==> src/logic/fault_restart_pkg.sv <==
// Purpose: Constants and types for the fault restart supervisor.
// Assumes: 40 MHz system clock, AXI4-Lite register access.
// Notes: Overview of operation follows.
package fault_restart_pkg;
   // ----------------------------------------
   // Fault categories and classes
   // ----------------------------------------
   localparam int NUM_FAULTS = 14;
   // Bit set means delayed restart allowed; index order matches the fault inputs.
   localparam logic [13:0] RESTART_CLASS_MASK = 14'h0DFC;
   localparam logic [4:0] CODE_NONE = 5'h00;
   // ----------------------------------------
   // Timing and limits
   // ----------------------------------------
   localparam int CLOCK_HZ = 40000000;
   localparam int RESTART_DELAY_S = 60;
   localparam int MAX_RESTARTS = 10;
   localparam int USER_COUNT_MAX = 10;
   // ----------------------------------------
   // Register map
   // ----------------------------------------
   localparam logic [7:0] ADDR_CTRL = 8'h00;
   localparam logic [7:0] ADDR_STATUS = 8'h04;
   localparam logic [7:0] ADDR_INT_STATUS = 8'h08;
   localparam logic [7:0] ADDR_INT_MASK = 8'h0C;
   localparam logic [7:0] ADDR_COUNT_LO = 8'h10;
   localparam logic [7:0] ADDR_COUNT_HI = 8'h14;
   localparam int CTRL_NO_RESTART_BIT = 0;
   localparam int CTRL_LOG_VIEW_BIT = 1;
   localparam int INT_FAULT_BIT = 0;
   localparam int INT_RESTART_BIT = 1;
   localparam int INT_LOCKOUT_BIT = 2;
   localparam logic [1:0] RESP_OKAY = 2'h0;
   localparam logic [1:0] RESP_SLVERR = 2'h2;
   // ----------------------------------------
   // Types
   // ----------------------------------------
   typedef enum logic [1:0] {ST_RUN, ST_COUNTDOWN, ST_LATCHED} sup_state_type;
   typedef struct packed {
      logic prompt;
      logic [4:0] code;
      logic [5:0] seconds;
   } display_type;
endpackage : fault_restart_pkg

==> src/logic/fault_restart_supervisor.sv <==
// Purpose: Sorts converter faults, runs the restart countdown and gates the output.
// Assumes: Fault inputs are synchronous levels; a fault is taken on its rising edge.
// Notes: Power-on reset is the power-cycle clear for every latched condition.
module fault_restart_supervisor
#(
   parameter int CYCLES_PER_SECOND = fault_restart_pkg::CLOCK_HZ
)
(
   // Clock, reset, enable
   input wire logic clock_in,
   input wire logic rstn_in,
   input wire logic ce_in,
   // Converter side
   input wire logic [13:0] fault_in,
   output logic output_enable_out,
   output fault_restart_pkg::display_type display_out,
   output logic irq_out,
   // AXI4-Lite write
   input wire logic [7:0] s_axi_awaddr,
   input wire logic s_axi_awvalid,
   output logic s_axi_awready,
   input wire logic [31:0] s_axi_wdata,
   input wire logic [3:0] s_axi_wstrb,
   input wire logic s_axi_wvalid,
   output logic s_axi_wready,
   output logic [1:0] s_axi_bresp,
   output logic s_axi_bvalid,
   input wire logic s_axi_bready,
   // AXI4-Lite read
   input wire logic [7:0] s_axi_araddr,
   input wire logic s_axi_arvalid,
   output logic s_axi_arready,
   output logic [31:0] s_axi_rdata,
   output logic [1:0] s_axi_rresp,
   output logic s_axi_rvalid,
   input wire logic s_axi_rready
);
   import fault_restart_pkg::*;

   if (CYCLES_PER_SECOND < 1)
   begin : g_check
      $error("CYCLES_PER_SECOND must be at least one");
   end

   // ----------------------------------------
   // State
   // ----------------------------------------
   sup_state_type state_q;
   logic [13:0] fault_prev_q, rise, sel, at_max;
   logic [31:0] tick_q;
   logic [5:0] seconds_q;
   logic [3:0] restarts_q;
   logic [4:0] code_q, sel_code;
   logic prompt_q, no_restart_q, log_view_q;
   logic [2:0] int_status_q, int_mask_q;
   logic [55:0] counts;
   logic fault_ev, sel_restartable, sel_saturated, sec_tick, ev_restart, ev_lockout;

   // ----------------------------------------
   // Fault selection
   // ----------------------------------------
   assign rise = fault_in & ~fault_prev_q;
   assign fault_ev = |rise;

   // Lowest index wins when faults rise together; only one category is counted per cycle.
   always_comb
   begin
      sel = 14'h0000;
      sel_code = CODE_NONE;
      for (int i = NUM_FAULTS - 1; i >= 0; i--)
      begin
         if (rise[i])
         begin
            sel = 14'h0000;
            sel[i] = 1'b1;
            sel_code = 5'(i + 1);
         end
      end
   end

   assign sel_restartable = |(sel & RESTART_CLASS_MASK);

   always_ff @(posedge clock_in or negedge rstn_in)
   begin
      if (!rstn_in)
         fault_prev_q <= 14'h0000;
      else if (ce_in)
         fault_prev_q <= fault_in;
   end

   // ----------------------------------------
   // Per-category user counts
   // ----------------------------------------
   for (genvar g = 0; g < NUM_FAULTS; g++)
   begin : g_count
      logic [3:0] cnt_q;
      // Reset clears every count, including the one that caused the lockout.
      always_ff @(posedge clock_in or negedge rstn_in)
      begin
         if (!rstn_in)
            cnt_q <= 4'h0;
         else if (ce_in && fault_ev && sel[g] && cnt_q != 4'(USER_COUNT_MAX))
            cnt_q <= cnt_q + 4'h1;
      end
      assign counts[g * 4 +: 4] = cnt_q;
      assign at_max[g] = (cnt_q == 4'(USER_COUNT_MAX));
   end
   assign sel_saturated = |(sel & at_max);

   always_ff @(posedge clock_in or negedge rstn_in)
   begin
      if (!rstn_in)
         prompt_q <= 1'b0;
      else if (ce_in && fault_ev && sel_saturated)
         prompt_q <= 1'b1;
   end

   // ----------------------------------------
   // Supervisor sequence
   // ----------------------------------------
   assign sec_tick = (tick_q == 32'(CYCLES_PER_SECOND - 1));
   assign ev_restart = (state_q == ST_COUNTDOWN) && sec_tick && seconds_q == 6'h01 && !fault_ev;
   assign ev_lockout = fault_ev && !(sel_restartable && !no_restart_q && restarts_q != 4'(MAX_RESTARTS)
                       && state_q == ST_RUN) && state_q != ST_LATCHED;

   // Reset drops straight into run with nothing pending, as after a normal power-up.
   always_ff @(posedge clock_in or negedge rstn_in)
   begin
      if (!rstn_in)
      begin
         state_q <= ST_RUN;
         restarts_q <= 4'h0;
         seconds_q <= 6'h00;
         code_q <= CODE_NONE;
      end
      else if (ce_in)
      begin
         case (state_q)
            ST_RUN:
            begin
               if (fault_ev)
               begin
                  code_q <= sel_code;
                  if (sel_restartable && !no_restart_q && restarts_q != 4'(MAX_RESTARTS))
                  begin
                     state_q <= ST_COUNTDOWN;
                     seconds_q <= 6'(RESTART_DELAY_S);
                     restarts_q <= restarts_q + 4'h1;
                  end
                  else
                     state_q <= ST_LATCHED;
               end
            end
            ST_COUNTDOWN:
            begin
               // A fault of either class during the delay ends it in a latch.
               if (fault_ev)
               begin
                  code_q <= sel_code;
                  state_q <= ST_LATCHED;
                  seconds_q <= 6'h00;
               end
               else if (sec_tick)
               begin
                  seconds_q <= seconds_q - 6'h01;
                  if (seconds_q == 6'h01)
                  begin
                     state_q <= ST_RUN;
                     code_q <= CODE_NONE;
                  end
               end
            end
            ST_LATCHED: state_q <= ST_LATCHED;
            default: state_q <= ST_LATCHED;
         endcase
      end
   end

   always_ff @(posedge clock_in or negedge rstn_in)
   begin
      if (!rstn_in)
         tick_q <= 32'h00000000;
      else if (ce_in)
      begin
         if (state_q != ST_COUNTDOWN || sec_tick)
            tick_q <= 32'h00000000;
         else
            tick_q <= tick_q + 32'h00000001;
      end
   end

   // ----------------------------------------
   // Outputs to the converter and display
   // ----------------------------------------
   always_ff @(posedge clock_in or negedge rstn_in)
   begin
      if (!rstn_in)
      begin
         output_enable_out <= 1'b0;
         display_out <= '0;
      end
      else if (ce_in)
      begin
         // Cleared on the same edge that takes the state out of run, so a fault edge never leaves it on one extra cycle.
         output_enable_out <= (state_q == ST_RUN) && !fault_ev && !log_view_q;
         display_out.code <= code_q;
         display_out.seconds <= seconds_q;
         display_out.prompt <= prompt_q;
      end
   end

   // ----------------------------------------
   // AXI4-Lite slave
   // ----------------------------------------
   logic aw_held_q, w_held_q, wstrb0_q, do_write;
   logic [7:0] awaddr_q;
   logic [31:0] wdata_q, rd_word;
   logic [2:0] int_clear, int_set;

   assign do_write = aw_held_q && w_held_q && !s_axi_bvalid;
   assign int_clear = (do_write && awaddr_q == ADDR_INT_STATUS && wstrb0_q) ? wdata_q[2:0] : 3'h0;
   assign int_set = {ev_lockout, ev_restart, fault_ev};

   always_ff @(posedge clock_in or negedge rstn_in)
   begin
      if (!rstn_in)
      begin
         aw_held_q <= 1'b0;
         w_held_q <= 1'b0;
         awaddr_q <= 8'h00;
         wdata_q <= 32'h00000000;
         wstrb0_q <= 1'b0;
         s_axi_awready <= 1'b0;
         s_axi_wready <= 1'b0;
         s_axi_bvalid <= 1'b0;
         s_axi_bresp <= RESP_OKAY;
      end
      else if (ce_in)
      begin
         s_axi_awready <= !aw_held_q && !(s_axi_awvalid && s_axi_awready);
         s_axi_wready <= !w_held_q && !(s_axi_wvalid && s_axi_wready);
         if (s_axi_awvalid && s_axi_awready)
         begin
            aw_held_q <= 1'b1;
            awaddr_q <= s_axi_awaddr;
         end
         if (s_axi_wvalid && s_axi_wready)
         begin
            w_held_q <= 1'b1;
            wdata_q <= s_axi_wdata;
            wstrb0_q <= s_axi_wstrb[0];
         end
         if (do_write)
         begin
            aw_held_q <= 1'b0;
            w_held_q <= 1'b0;
            s_axi_bvalid <= 1'b1;
            s_axi_bresp <= (awaddr_q <= ADDR_COUNT_HI && awaddr_q[1:0] == 2'h0) ? RESP_OKAY : RESP_SLVERR;
         end
         else if (s_axi_bvalid && s_axi_bready)
            s_axi_bvalid <= 1'b0;
      end
   end

   always_ff @(posedge clock_in or negedge rstn_in)
   begin
      if (!rstn_in)
      begin
         no_restart_q <= 1'b0;
         log_view_q <= 1'b0;
         int_mask_q <= 3'h0;
      end
      else if (ce_in && do_write && wstrb0_q)
      begin
         if (awaddr_q == ADDR_CTRL)
         begin
            no_restart_q <= wdata_q[CTRL_NO_RESTART_BIT];
            log_view_q <= wdata_q[CTRL_LOG_VIEW_BIT];
         end
         if (awaddr_q == ADDR_INT_MASK)
            int_mask_q <= wdata_q[2:0];
      end
   end

   // A new event in the clearing cycle keeps its bit set.
   always_ff @(posedge clock_in or negedge rstn_in)
   begin
      if (!rstn_in)
      begin
         int_status_q <= 3'h0;
         irq_out <= 1'b0;
      end
      else if (ce_in)
      begin
         int_status_q <= (int_status_q & ~int_clear) | int_set;
         irq_out <= |(((int_status_q & ~int_clear) | int_set) & int_mask_q);
      end
   end

   always_comb
   begin
      rd_word = 32'h00000000;
      case (s_axi_araddr)
         ADDR_CTRL: rd_word = {30'h00000000, log_view_q, no_restart_q};
         ADDR_STATUS: rd_word = {prompt_q, 3'h0, restarts_q, 2'h0, seconds_q, 3'h0, code_q, 6'h00, state_q};
         ADDR_INT_STATUS: rd_word = {29'h00000000, int_status_q};
         ADDR_INT_MASK: rd_word = {29'h00000000, int_mask_q};
         ADDR_COUNT_LO: rd_word = counts[31:0];
         ADDR_COUNT_HI: rd_word = {8'h00, counts[55:32]};
         default: rd_word = 32'h00000000;
      endcase
   end

   always_ff @(posedge clock_in or negedge rstn_in)
   begin
      if (!rstn_in)
      begin
         s_axi_arready <= 1'b0;
         s_axi_rvalid <= 1'b0;
         s_axi_rdata <= 32'h00000000;
         s_axi_rresp <= RESP_OKAY;
      end
      else if (ce_in)
      begin
         s_axi_arready <= !s_axi_rvalid && !(s_axi_arvalid && s_axi_arready);
         if (s_axi_arvalid && s_axi_arready)
         begin
            s_axi_rvalid <= 1'b1;
            s_axi_rdata <= rd_word;
            s_axi_rresp <= (s_axi_araddr <= ADDR_COUNT_HI && s_axi_araddr[1:0] == 2'h0) ? RESP_OKAY : RESP_SLVERR;
         end
         else if (s_axi_rvalid && s_axi_rready)
            s_axi_rvalid <= 1'b0;
      end
   end

endmodule : fault_restart_supervisor

==> config.mk <==
export PLATFORM = sky130hd
export DESIGN_NAME = fault_restart_supervisor
export DESIGN_NICKNAME = d
export VERILOG_FILES = /design/src/logic/fault_restart_pkg.sv /design/src/logic/fault_restart_supervisor.sv
export SDC_FILE = /design/constraint.sdc
export NUM_CORES = 1
export LEC_CHECK = 0
export ABC_CLOCK_PERIOD_IN_PS = 2000
export BUFFER_PORTS_ARGS = -buffer_cell sky130_fd_sc_hd__buf_4
export CORE_MARGIN = 2
export CORE_UTILIZATION = 53
export DETAILED_ROUTE_END_ITERATION = 10
export PLACE_DENSITY = 0.77
export RECOVER_POWER = 100
export SYNTH_ARGS = -nofsm -noshare
export SYNTH_HDL_FRONTEND = slang
export SYNTH_SLANG_ARGS = --single-unit
==> constraint.sdc <==
create_clock -name clock_in -period 2 [get_ports clock_in]
set_input_delay 0.4 -clock clock_in [delete_from_list [all_inputs] [get_ports clock_in]]
set_output_delay 0.4 -clock clock_in [all_outputs]
set_load 0.05 [all_outputs]
# Word level (Yosys, flattened, before mapping)
# Index checks and enable logic that the tools add are counted.
classes:
  n_addsub: 17
  order_cmp: 2
  eq_ne: 45
  muxes: 57
  bitwise_logic: 7
  n_reduce_logical: 96
ops:
  columns: ["operator", "n"]
  rows:
  - ["2-to-1 mux 14 bit", 14]
  - ["one-hot mux 32 bit (6 select lines)", 1]
  - ["adder 4 x 1 -> 4 bit, second input constant", 15]
  - ["!= test 4 bit, second input constant", 15]
  - ["equality test 4 bit, second input constant", 14]
  - ["logical AND 1 bit", 56]
  - ["2-to-1 mux 4 bit", 13]
  - ["adder 32 x 1 -> 32 bit, second input constant", 1]
  - ["equality test 32 x 26 -> 1 bit, second input constant", 1]
  - ["equality test 8 x 4 -> 1 bit, second input constant", 4]
  - ["2-to-1 mux 32 bit", 1]
  - ["AND 14 bit", 2]
  - ["OR reduction 14 bit", 2]
  - ["2-to-1 mux 5 bit", 5]
  - ["2-to-1 mux 6 bit", 4]
  - ["AND reduction 2 bit", 10]
  - ["equality test 8 x 5 -> 1 bit, second input constant", 2]
  - ["<= comparator 8 x 5 -> 1 bit, second input constant", 2]
  - ["logical NOT 8 bit", 2]
  - ["2-to-1 mux 2 bit", 7]
  - ["inverter 14 bit", 1]
  - ["one-hot mux 6 bit (2 select lines)", 1]
  - ["logical NOT 1 bit", 11]
  - ["one-hot mux 5 bit (2 select lines)", 1]
  - ["21 further kinds", 39]
word_totals:
  ff_bits: 197
  in_bits: 74
  output_inout_bits: 55
  elab_cells: 267

# Depth between registers and ports, before layout
depth:
  depth_word: 26
  ltp_mapped: 9

# Least setup slack after synthesis
# OpenSTA, ideal clock, no wires.
synth_timing:
  path_type: "register to register"
  from: "register tick_q[19]"
  to: "register code_q[0]"
  setup_time_ns: 0.125
  arrival_ns: 1.940
  required_time_ns: 1.875
  slack_ns: -0.065
  stages_incl_launch_ff: 8
  n_path_buf: 1
  synth_period_minus_slack_ns: 2.065
  cell_sequence: "dfrtp_1 > nor4_1 > nand4_1 > nor4_2 > a21oi_1 > or2_1 > buf_6 > mux2_4"
synth_between:
  elab_chain_cells: 3
synth_rtl:
  columns: ["element", "line", "text"]
  rows:
  - ["start, declared", "fault_restart_supervisor.sv:50", "logic [31:0] tick_q;"]
  - ["start signal, assigned", "fault_restart_supervisor.sv:188", "tick_q <= tick_q + 32'h00000001;"]
  - ["equality test 32 x 26 -> 1 bit", "fault_restart_supervisor.sv:121", "assign sec_tick = (tick_q == 32'(CYCLES_PER_SECOND - 1));"]
  - ["!= test 3 bit (no source line)", null, null]
  - ["AND reduction 5 bit (no source line)", null, null]
  - ["end signal, assigned", "fault_restart_supervisor.sv:143", "code_q <= sel_code;"]
  - ["end signal, assigned", "fault_restart_supervisor.sv:159", "code_q <= sel_code;"]
  - ["end, declared", "fault_restart_supervisor.sv:53", "logic [4:0] code_q, sel_code;"]
# Every way passes these cells.
# A chain may end at the register's enable or synchronous reset.

# Worst setup path in the final report
layout_timing:
  from: "register tick_q[31]"
  to: "register code_q[0]"
# The elaborated chain is that of the path after synthesis.

==> metrics.txt <==
# TYPE chip_impl_metric gauge
chip_impl_info{name="status",value="finished with violations"} 1
chip_impl_info{name="failed_checks",value="negative setup slack"} 1
chip_impl_metric{name="fmax",unit="MHz"} 445
chip_impl_metric{name="synthesis.area_per_instance",unit="µm²"} 10.6
chip_impl_info{name="netlist.top_cell.by_area",value="sky130_fd_sc_hd__dfrtp_1"} 1
chip_impl_metric{name="die_width",unit="µm"} 140
chip_impl_metric{name="fp-row-count",unit=""} 49
chip_impl_metric{name="grt_overflow",unit=""} 0
chip_impl_metric{name="xor_xnor_cell_area_share_of_the_yosys_netlist",unit=""} 0.0610
chip_impl_metric{name="detail_route.vias_per_cell",unit=""} 5.90
chip_impl_metric{name="num-nets-final",unit=""} 1271
chip_impl_metric{name="ctsHtreeMaxLevel",unit=""} 4
chip_impl_metric{name="die-area",unit="µm²"} 19500
chip_impl_metric{name="gp_congestion",unit=""} 0.924
chip_impl_metric{name="worst_clock_skew",unit="ns"} 0.00960
chip_impl_metric{name="fin_tns_setup",unit="ns"} -4.94
chip_impl_metric{name="number_of_antenna_violations_at_the_first_check_in_global_routing",unit=""} 0
chip_impl_metric{name="drtPass1Iterations",unit=""} 7
chip_impl_metric{name="critical-path-max-stage-delay",unit="ns"} 0.45
chip_impl_info{name="synth_top_family_by_area",value="simple AND/OR/NAND/NOR gates"} 1
chip_impl_info{name="hold_class",value="in -> reg"} 1
chip_impl_metric{name="ys_async_sr_fraction",unit=""} 1.00
chip_impl_metric{name="dpl.hpwl",unit="µm"} 17200
chip_impl_info{name="timing_worst_setup_path_type",value="reg -> reg"} 1
chip_impl_metric{name="post_layout_nonfiller_instances",unit=""} 1406
chip_impl_metric{name="slew_viol_final",unit=""} 0
chip_impl_metric{name="timing.final.crit_share",unit=""} 1.12
chip_impl_metric{name="pin_slew_with_the_least_headroom_to_its_limit",unit="ns"} 1.34
chip_impl_metric{name="areaGrowthSynthToFinish",unit="%"} 37.4
chip_impl_metric{name="synth.mux.area_fraction",unit=""} 0.0861
chip_impl_metric{name="post-place-cells",unit=""} 1338
chip_impl_metric{name="initial_core_utilization",unit=""} 0.542
chip_impl_metric{name="drc_errors",unit=""} 0
chip_impl_metric{name="synth-simple-area-share",unit=""} 0.189
chip_impl_metric{name="clock_tree.buffer_depth",unit=""} 2
chip_impl_metric{name="cts-buffers-inserted",unit=""} 17
chip_impl_metric{name="ios",unit=""} 129
chip_impl_metric{name="synthesis.area",unit="µm²"} 9760
chip_impl_metric{name="num_antenna_cells",unit=""} 0
chip_impl_metric{name="crit_path_max_fanout",unit=""} 2
chip_impl_metric{name="grt_pass1_vias",unit=""} 8008
chip_impl_info{name="cp-end-kind",value="flop"} 1
chip_impl_metric{name="detail_route.wirelength",unit="µm"} 27700
chip_impl_metric{name="grt_max_degree",unit=""} 49
chip_impl_metric{name="power_leakage",unit="nW"} 6.12
chip_impl_metric{name="finalSetupViolations",unit=""} 59
chip_impl_info{name="ys_dominant_reg_cell",value="sky130_fd_sc_hd__dfrtp_1"} 1
chip_impl_metric{name="finish.utilization",unit=""} 0.744
chip_impl_metric{name="clock_insertion_delay_worst_skew",unit="ns"} 0.44
chip_impl_metric{name="placeableCoreArea",unit="µm²"} 18000
chip_impl_info{name="tritoncts",value="built"} 1
chip_impl_info{name="synth_top_area_cells",value="sky130_fd_sc_hd__dfrtp_1, sky130_fd_sc_hd__mux2_2, sky130_fd_sc_hd__ha_1, sky130_fd_sc_hd__xnor2_1, sky130_fd_sc_hd__nor2_1"} 1
chip_impl_metric{name="syn_inst_count",unit=""} 917
chip_impl_metric{name="power.density",unit="nW/µm²"} 998
chip_impl_info{name="start_kind",value="flop"} 1
chip_impl_metric{name="timing.final.hold_violations",unit=""} 0
chip_impl_metric{name="post_route_cells_drive_above_1_share",unit=""} 0.409
chip_impl_info{name="clock_tree.root_cell",value="sky130_fd_sc_hd__clkbuf_16"} 1
chip_impl_metric{name="cts_sinks",unit=""} 193
chip_impl_metric{name="final_critical_path_setup_slack",unit="ns"} -0.245
chip_impl_metric{name="wl_per_cell",unit="µm"} 19.7
chip_impl_metric{name="global_route_wire_length_before_repair",unit="µm"} 41100
chip_impl_metric{name="place.port_buffers",unit=""} 93
chip_impl_metric{name="synth.distinct_cells",unit=""} 83
chip_impl_metric{name="cp.arrival",unit="ns"} 2.57
chip_impl_metric{name="vdd_ir_drop_max",unit="µV"} 1020
chip_impl_metric{name="warnings_from_yosys",unit=""} 0
chip_impl_metric{name="min_period",unit="ns"} 2.25
chip_impl_metric{name="synth-adder-area-share",unit=""} 0.0423
chip_impl_metric{name="timing.max_slew.rel_slack",unit=""} 0.106
chip_impl_metric{name="dr.first_iter.drc_count",unit=""} 741
chip_impl_metric{name="clkSlewWorstSetupHoldPaths",unit="ns"} 0.07
chip_impl_info{name="rsz_0062_raised_after_global_routing",value="yes"} 1
chip_impl_metric{name="max-cap-violations",unit=""} 0
chip_impl_metric{name="grt.total_usage",unit=""} 0.264
chip_impl_metric{name="antenna_left",unit=""} 0
chip_impl_metric{name="critical_path_required",unit="ns"} 2.33
chip_impl_metric{name="die_height",unit="µm"} 140
chip_impl_metric{name="synth.yosys.seq_area_share",unit=""} 0.495
chip_impl_metric{name="synth_edf_count",unit=""} 0
chip_impl_info{name="crit_path_max_delay_cell_type",value="sky130_fd_sc_hd__dfrtp_1"} 1
chip_impl_metric{name="synth_compound_area_frac",unit=""} 0.0950
chip_impl_metric{name="yosys_register_bits",unit=""} 193
chip_impl_metric{name="whs",unit="ns"} 0.187
chip_impl_info{name="critical_path_cell_sequence",value="nor4b_4 -> nand3_4 -> buf_4 -> nor4_4 -> a21oi_1 -> or2_1 -> mux2_4"} 1
chip_impl_metric{name="synth_top_cell_area_share",unit=""} 0.495
chip_impl_metric{name="via_count",unit=""} 8294
path summary, 6_finish.rpt:
path,startpoint,endpoint,slack [ns],cells past startpoint
worst max-delay path,tick_q[31],code_q[0],-0.25,7
worst min-delay path,s_axi_awaddr[1],awaddr_q[1],0.19,2
worst max register to register,tick_q[31],code_q[0],-0.25,7
worst min register to register,s_axi_rdata[30],s_axi_rdata[30],0.47,2
max in group asynchronous,rstn_in,g_count[7].cnt_q[1],0.28,3
min in group asynchronous,rstn_in,s_axi_rdata[14],0.81,2
flip-flops by register name, summed over array words and instances (netlist names), 4 cells and up:
name,cells
restarts_q,4
awaddr_q,8
fault_prev_q,14
tick_q,32
display_out,11
s_axi_rdata,32
g_count.cnt_q,56
seconds_q,6
code_q,4
report_power, final:
group          internal (mW)  switching, mW  leakage, nW
clock                   1.76           1.65        0.270
sequential              4.83          0.997         2.44
combinational           1.73           2.42         3.41
total                   8.32           5.07         6.12
metal layers:
layer	global-route usage	share of wire	vias up
met1	0.367	0.41	4110
met2	0.424	0.49	386
met4	0.0900	0.030	0
li1	-	-	3728
met3	0.0430	0.068	70
met5	0	0	-
through the flow:
stage	cell area [µm²]	setup slack (ns)	total power [mW]
6_report	13400	-0.245	13.4
5_1_grt	13400	-0.319	14.0
4_1_cts	12600	-0.147	13.2
3_5_place_dp	11600	-0.312	9.63
3_3_place_gp	11600	-0.263	9.45
2_1_floorplan	9780	-0.0417	8.21
synth_stat cells, drive strengths merged (17+ instances only):
library cell	count
dfrtp	193
nor2	95
nand2	92
mux2	51
xnor2	47
inv	41
ha	33
a21oi	29
nand3	26
mux2i	24
nand4	24
o21ai	24
xor2	21
buf	19
nand2b	17
o31ai	17
final cells by class:
type / count / area, µm²
Clock buffer: 18 / 429
Clock inverter: 14 / 146
Fill cell: 1127 / 4610
Inverter: 41 / 156
Multi-Input combinational cell: 656 / 5430
Sequential cell: 193 / 4830
Tap cell: 229 / 287
Timing Repair Buffer: 255 / 2130
worst max-delay path: cells and delay by family, from the launching register on:
kind	cells	cell delay [ns]
AOI/OAI and AO/OA	1	0.14
buffers and inverters	1	0.17
DFF	1	0.45
muxes	1	0.31
and+or+nand+nor	4	1.06
kinds of logic (layout without fill, tap and decap cells):
logic type / after synthesis / after routing
compound gates: 129 / 130
xor+xnor: 68 / 68
fa+ha+maj: 33 / 33
buf+inv: 71 / 328
flops: 193 / 193
mux: 76 / 76
other cells: 1 / 3
simple gates: 346 / 346
placed cells by master, fill, tap and decap left out, types with 5 or more instances in the layout:
cell type                   netlist  final
sky130_fd_sc_hd__nand3_1         25     19
sky130_fd_sc_hd__o21ai_2          0      6
sky130_fd_sc_hd__and3_1          16     14
sky130_fd_sc_hd__nand2b_1        17     15
sky130_fd_sc_hd__nand3b_1         7      7
sky130_fd_sc_hd__dfrtp_1        193    191
sky130_fd_sc_hd__o21ai_0         20     12
sky130_fd_sc_hd__xnor2_1         47     45
sky130_fd_sc_hd__buf_6            1     23
sky130_fd_sc_hd__ha_1            33     31
sky130_fd_sc_hd__a21oi_1         29     29
sky130_fd_sc_hd__nor3_1          11      7
sky130_fd_sc_hd__inv_1           41     39
sky130_fd_sc_hd__mux2_2          50     49
sky130_fd_sc_hd__nor2_4           0     26
sky130_fd_sc_hd__nor3_4           1      5
sky130_fd_sc_hd__buf_12           0      6
sky130_fd_sc_hd__nand2_1         91     77
sky130_fd_sc_hd__nor4_4           2      8
sky130_fd_sc_hd__a221oi_1        13     13
sky130_fd_sc_hd__buf_4            6    221
sky130_fd_sc_hd__xor2_1          21     15
sky130_fd_sc_hd__nand3_2          1      6
sky130_fd_sc_hd__nor2_1          94     65
sky130_fd_sc_hd__nand4_1         22     22
sky130_fd_sc_hd__a31oi_1          9      7
sky130_fd_sc_hd__nand2_2          1     11
sky130_fd_sc_hd__a221o_1          5      5
sky130_fd_sc_hd__o31ai_1         16     14
sky130_fd_sc_hd__clkbuf_16        0     19
sky130_fd_sc_hd__mux2i_1         24     24
sky130_fd_sc_hd__xor2_2           0      6
sky130_fd_sc_hd__nor2b_2          2      6
repair_timing:
item	CTS	global route
resized for setup	60	139
cloned	2	2
hold buffers	1	0
hold endpoints to repair	43	0
setup endpoints to repair	58	86
pin swaps	20	64
setup buffers	15	17
(Power assumes the default switching activity.)
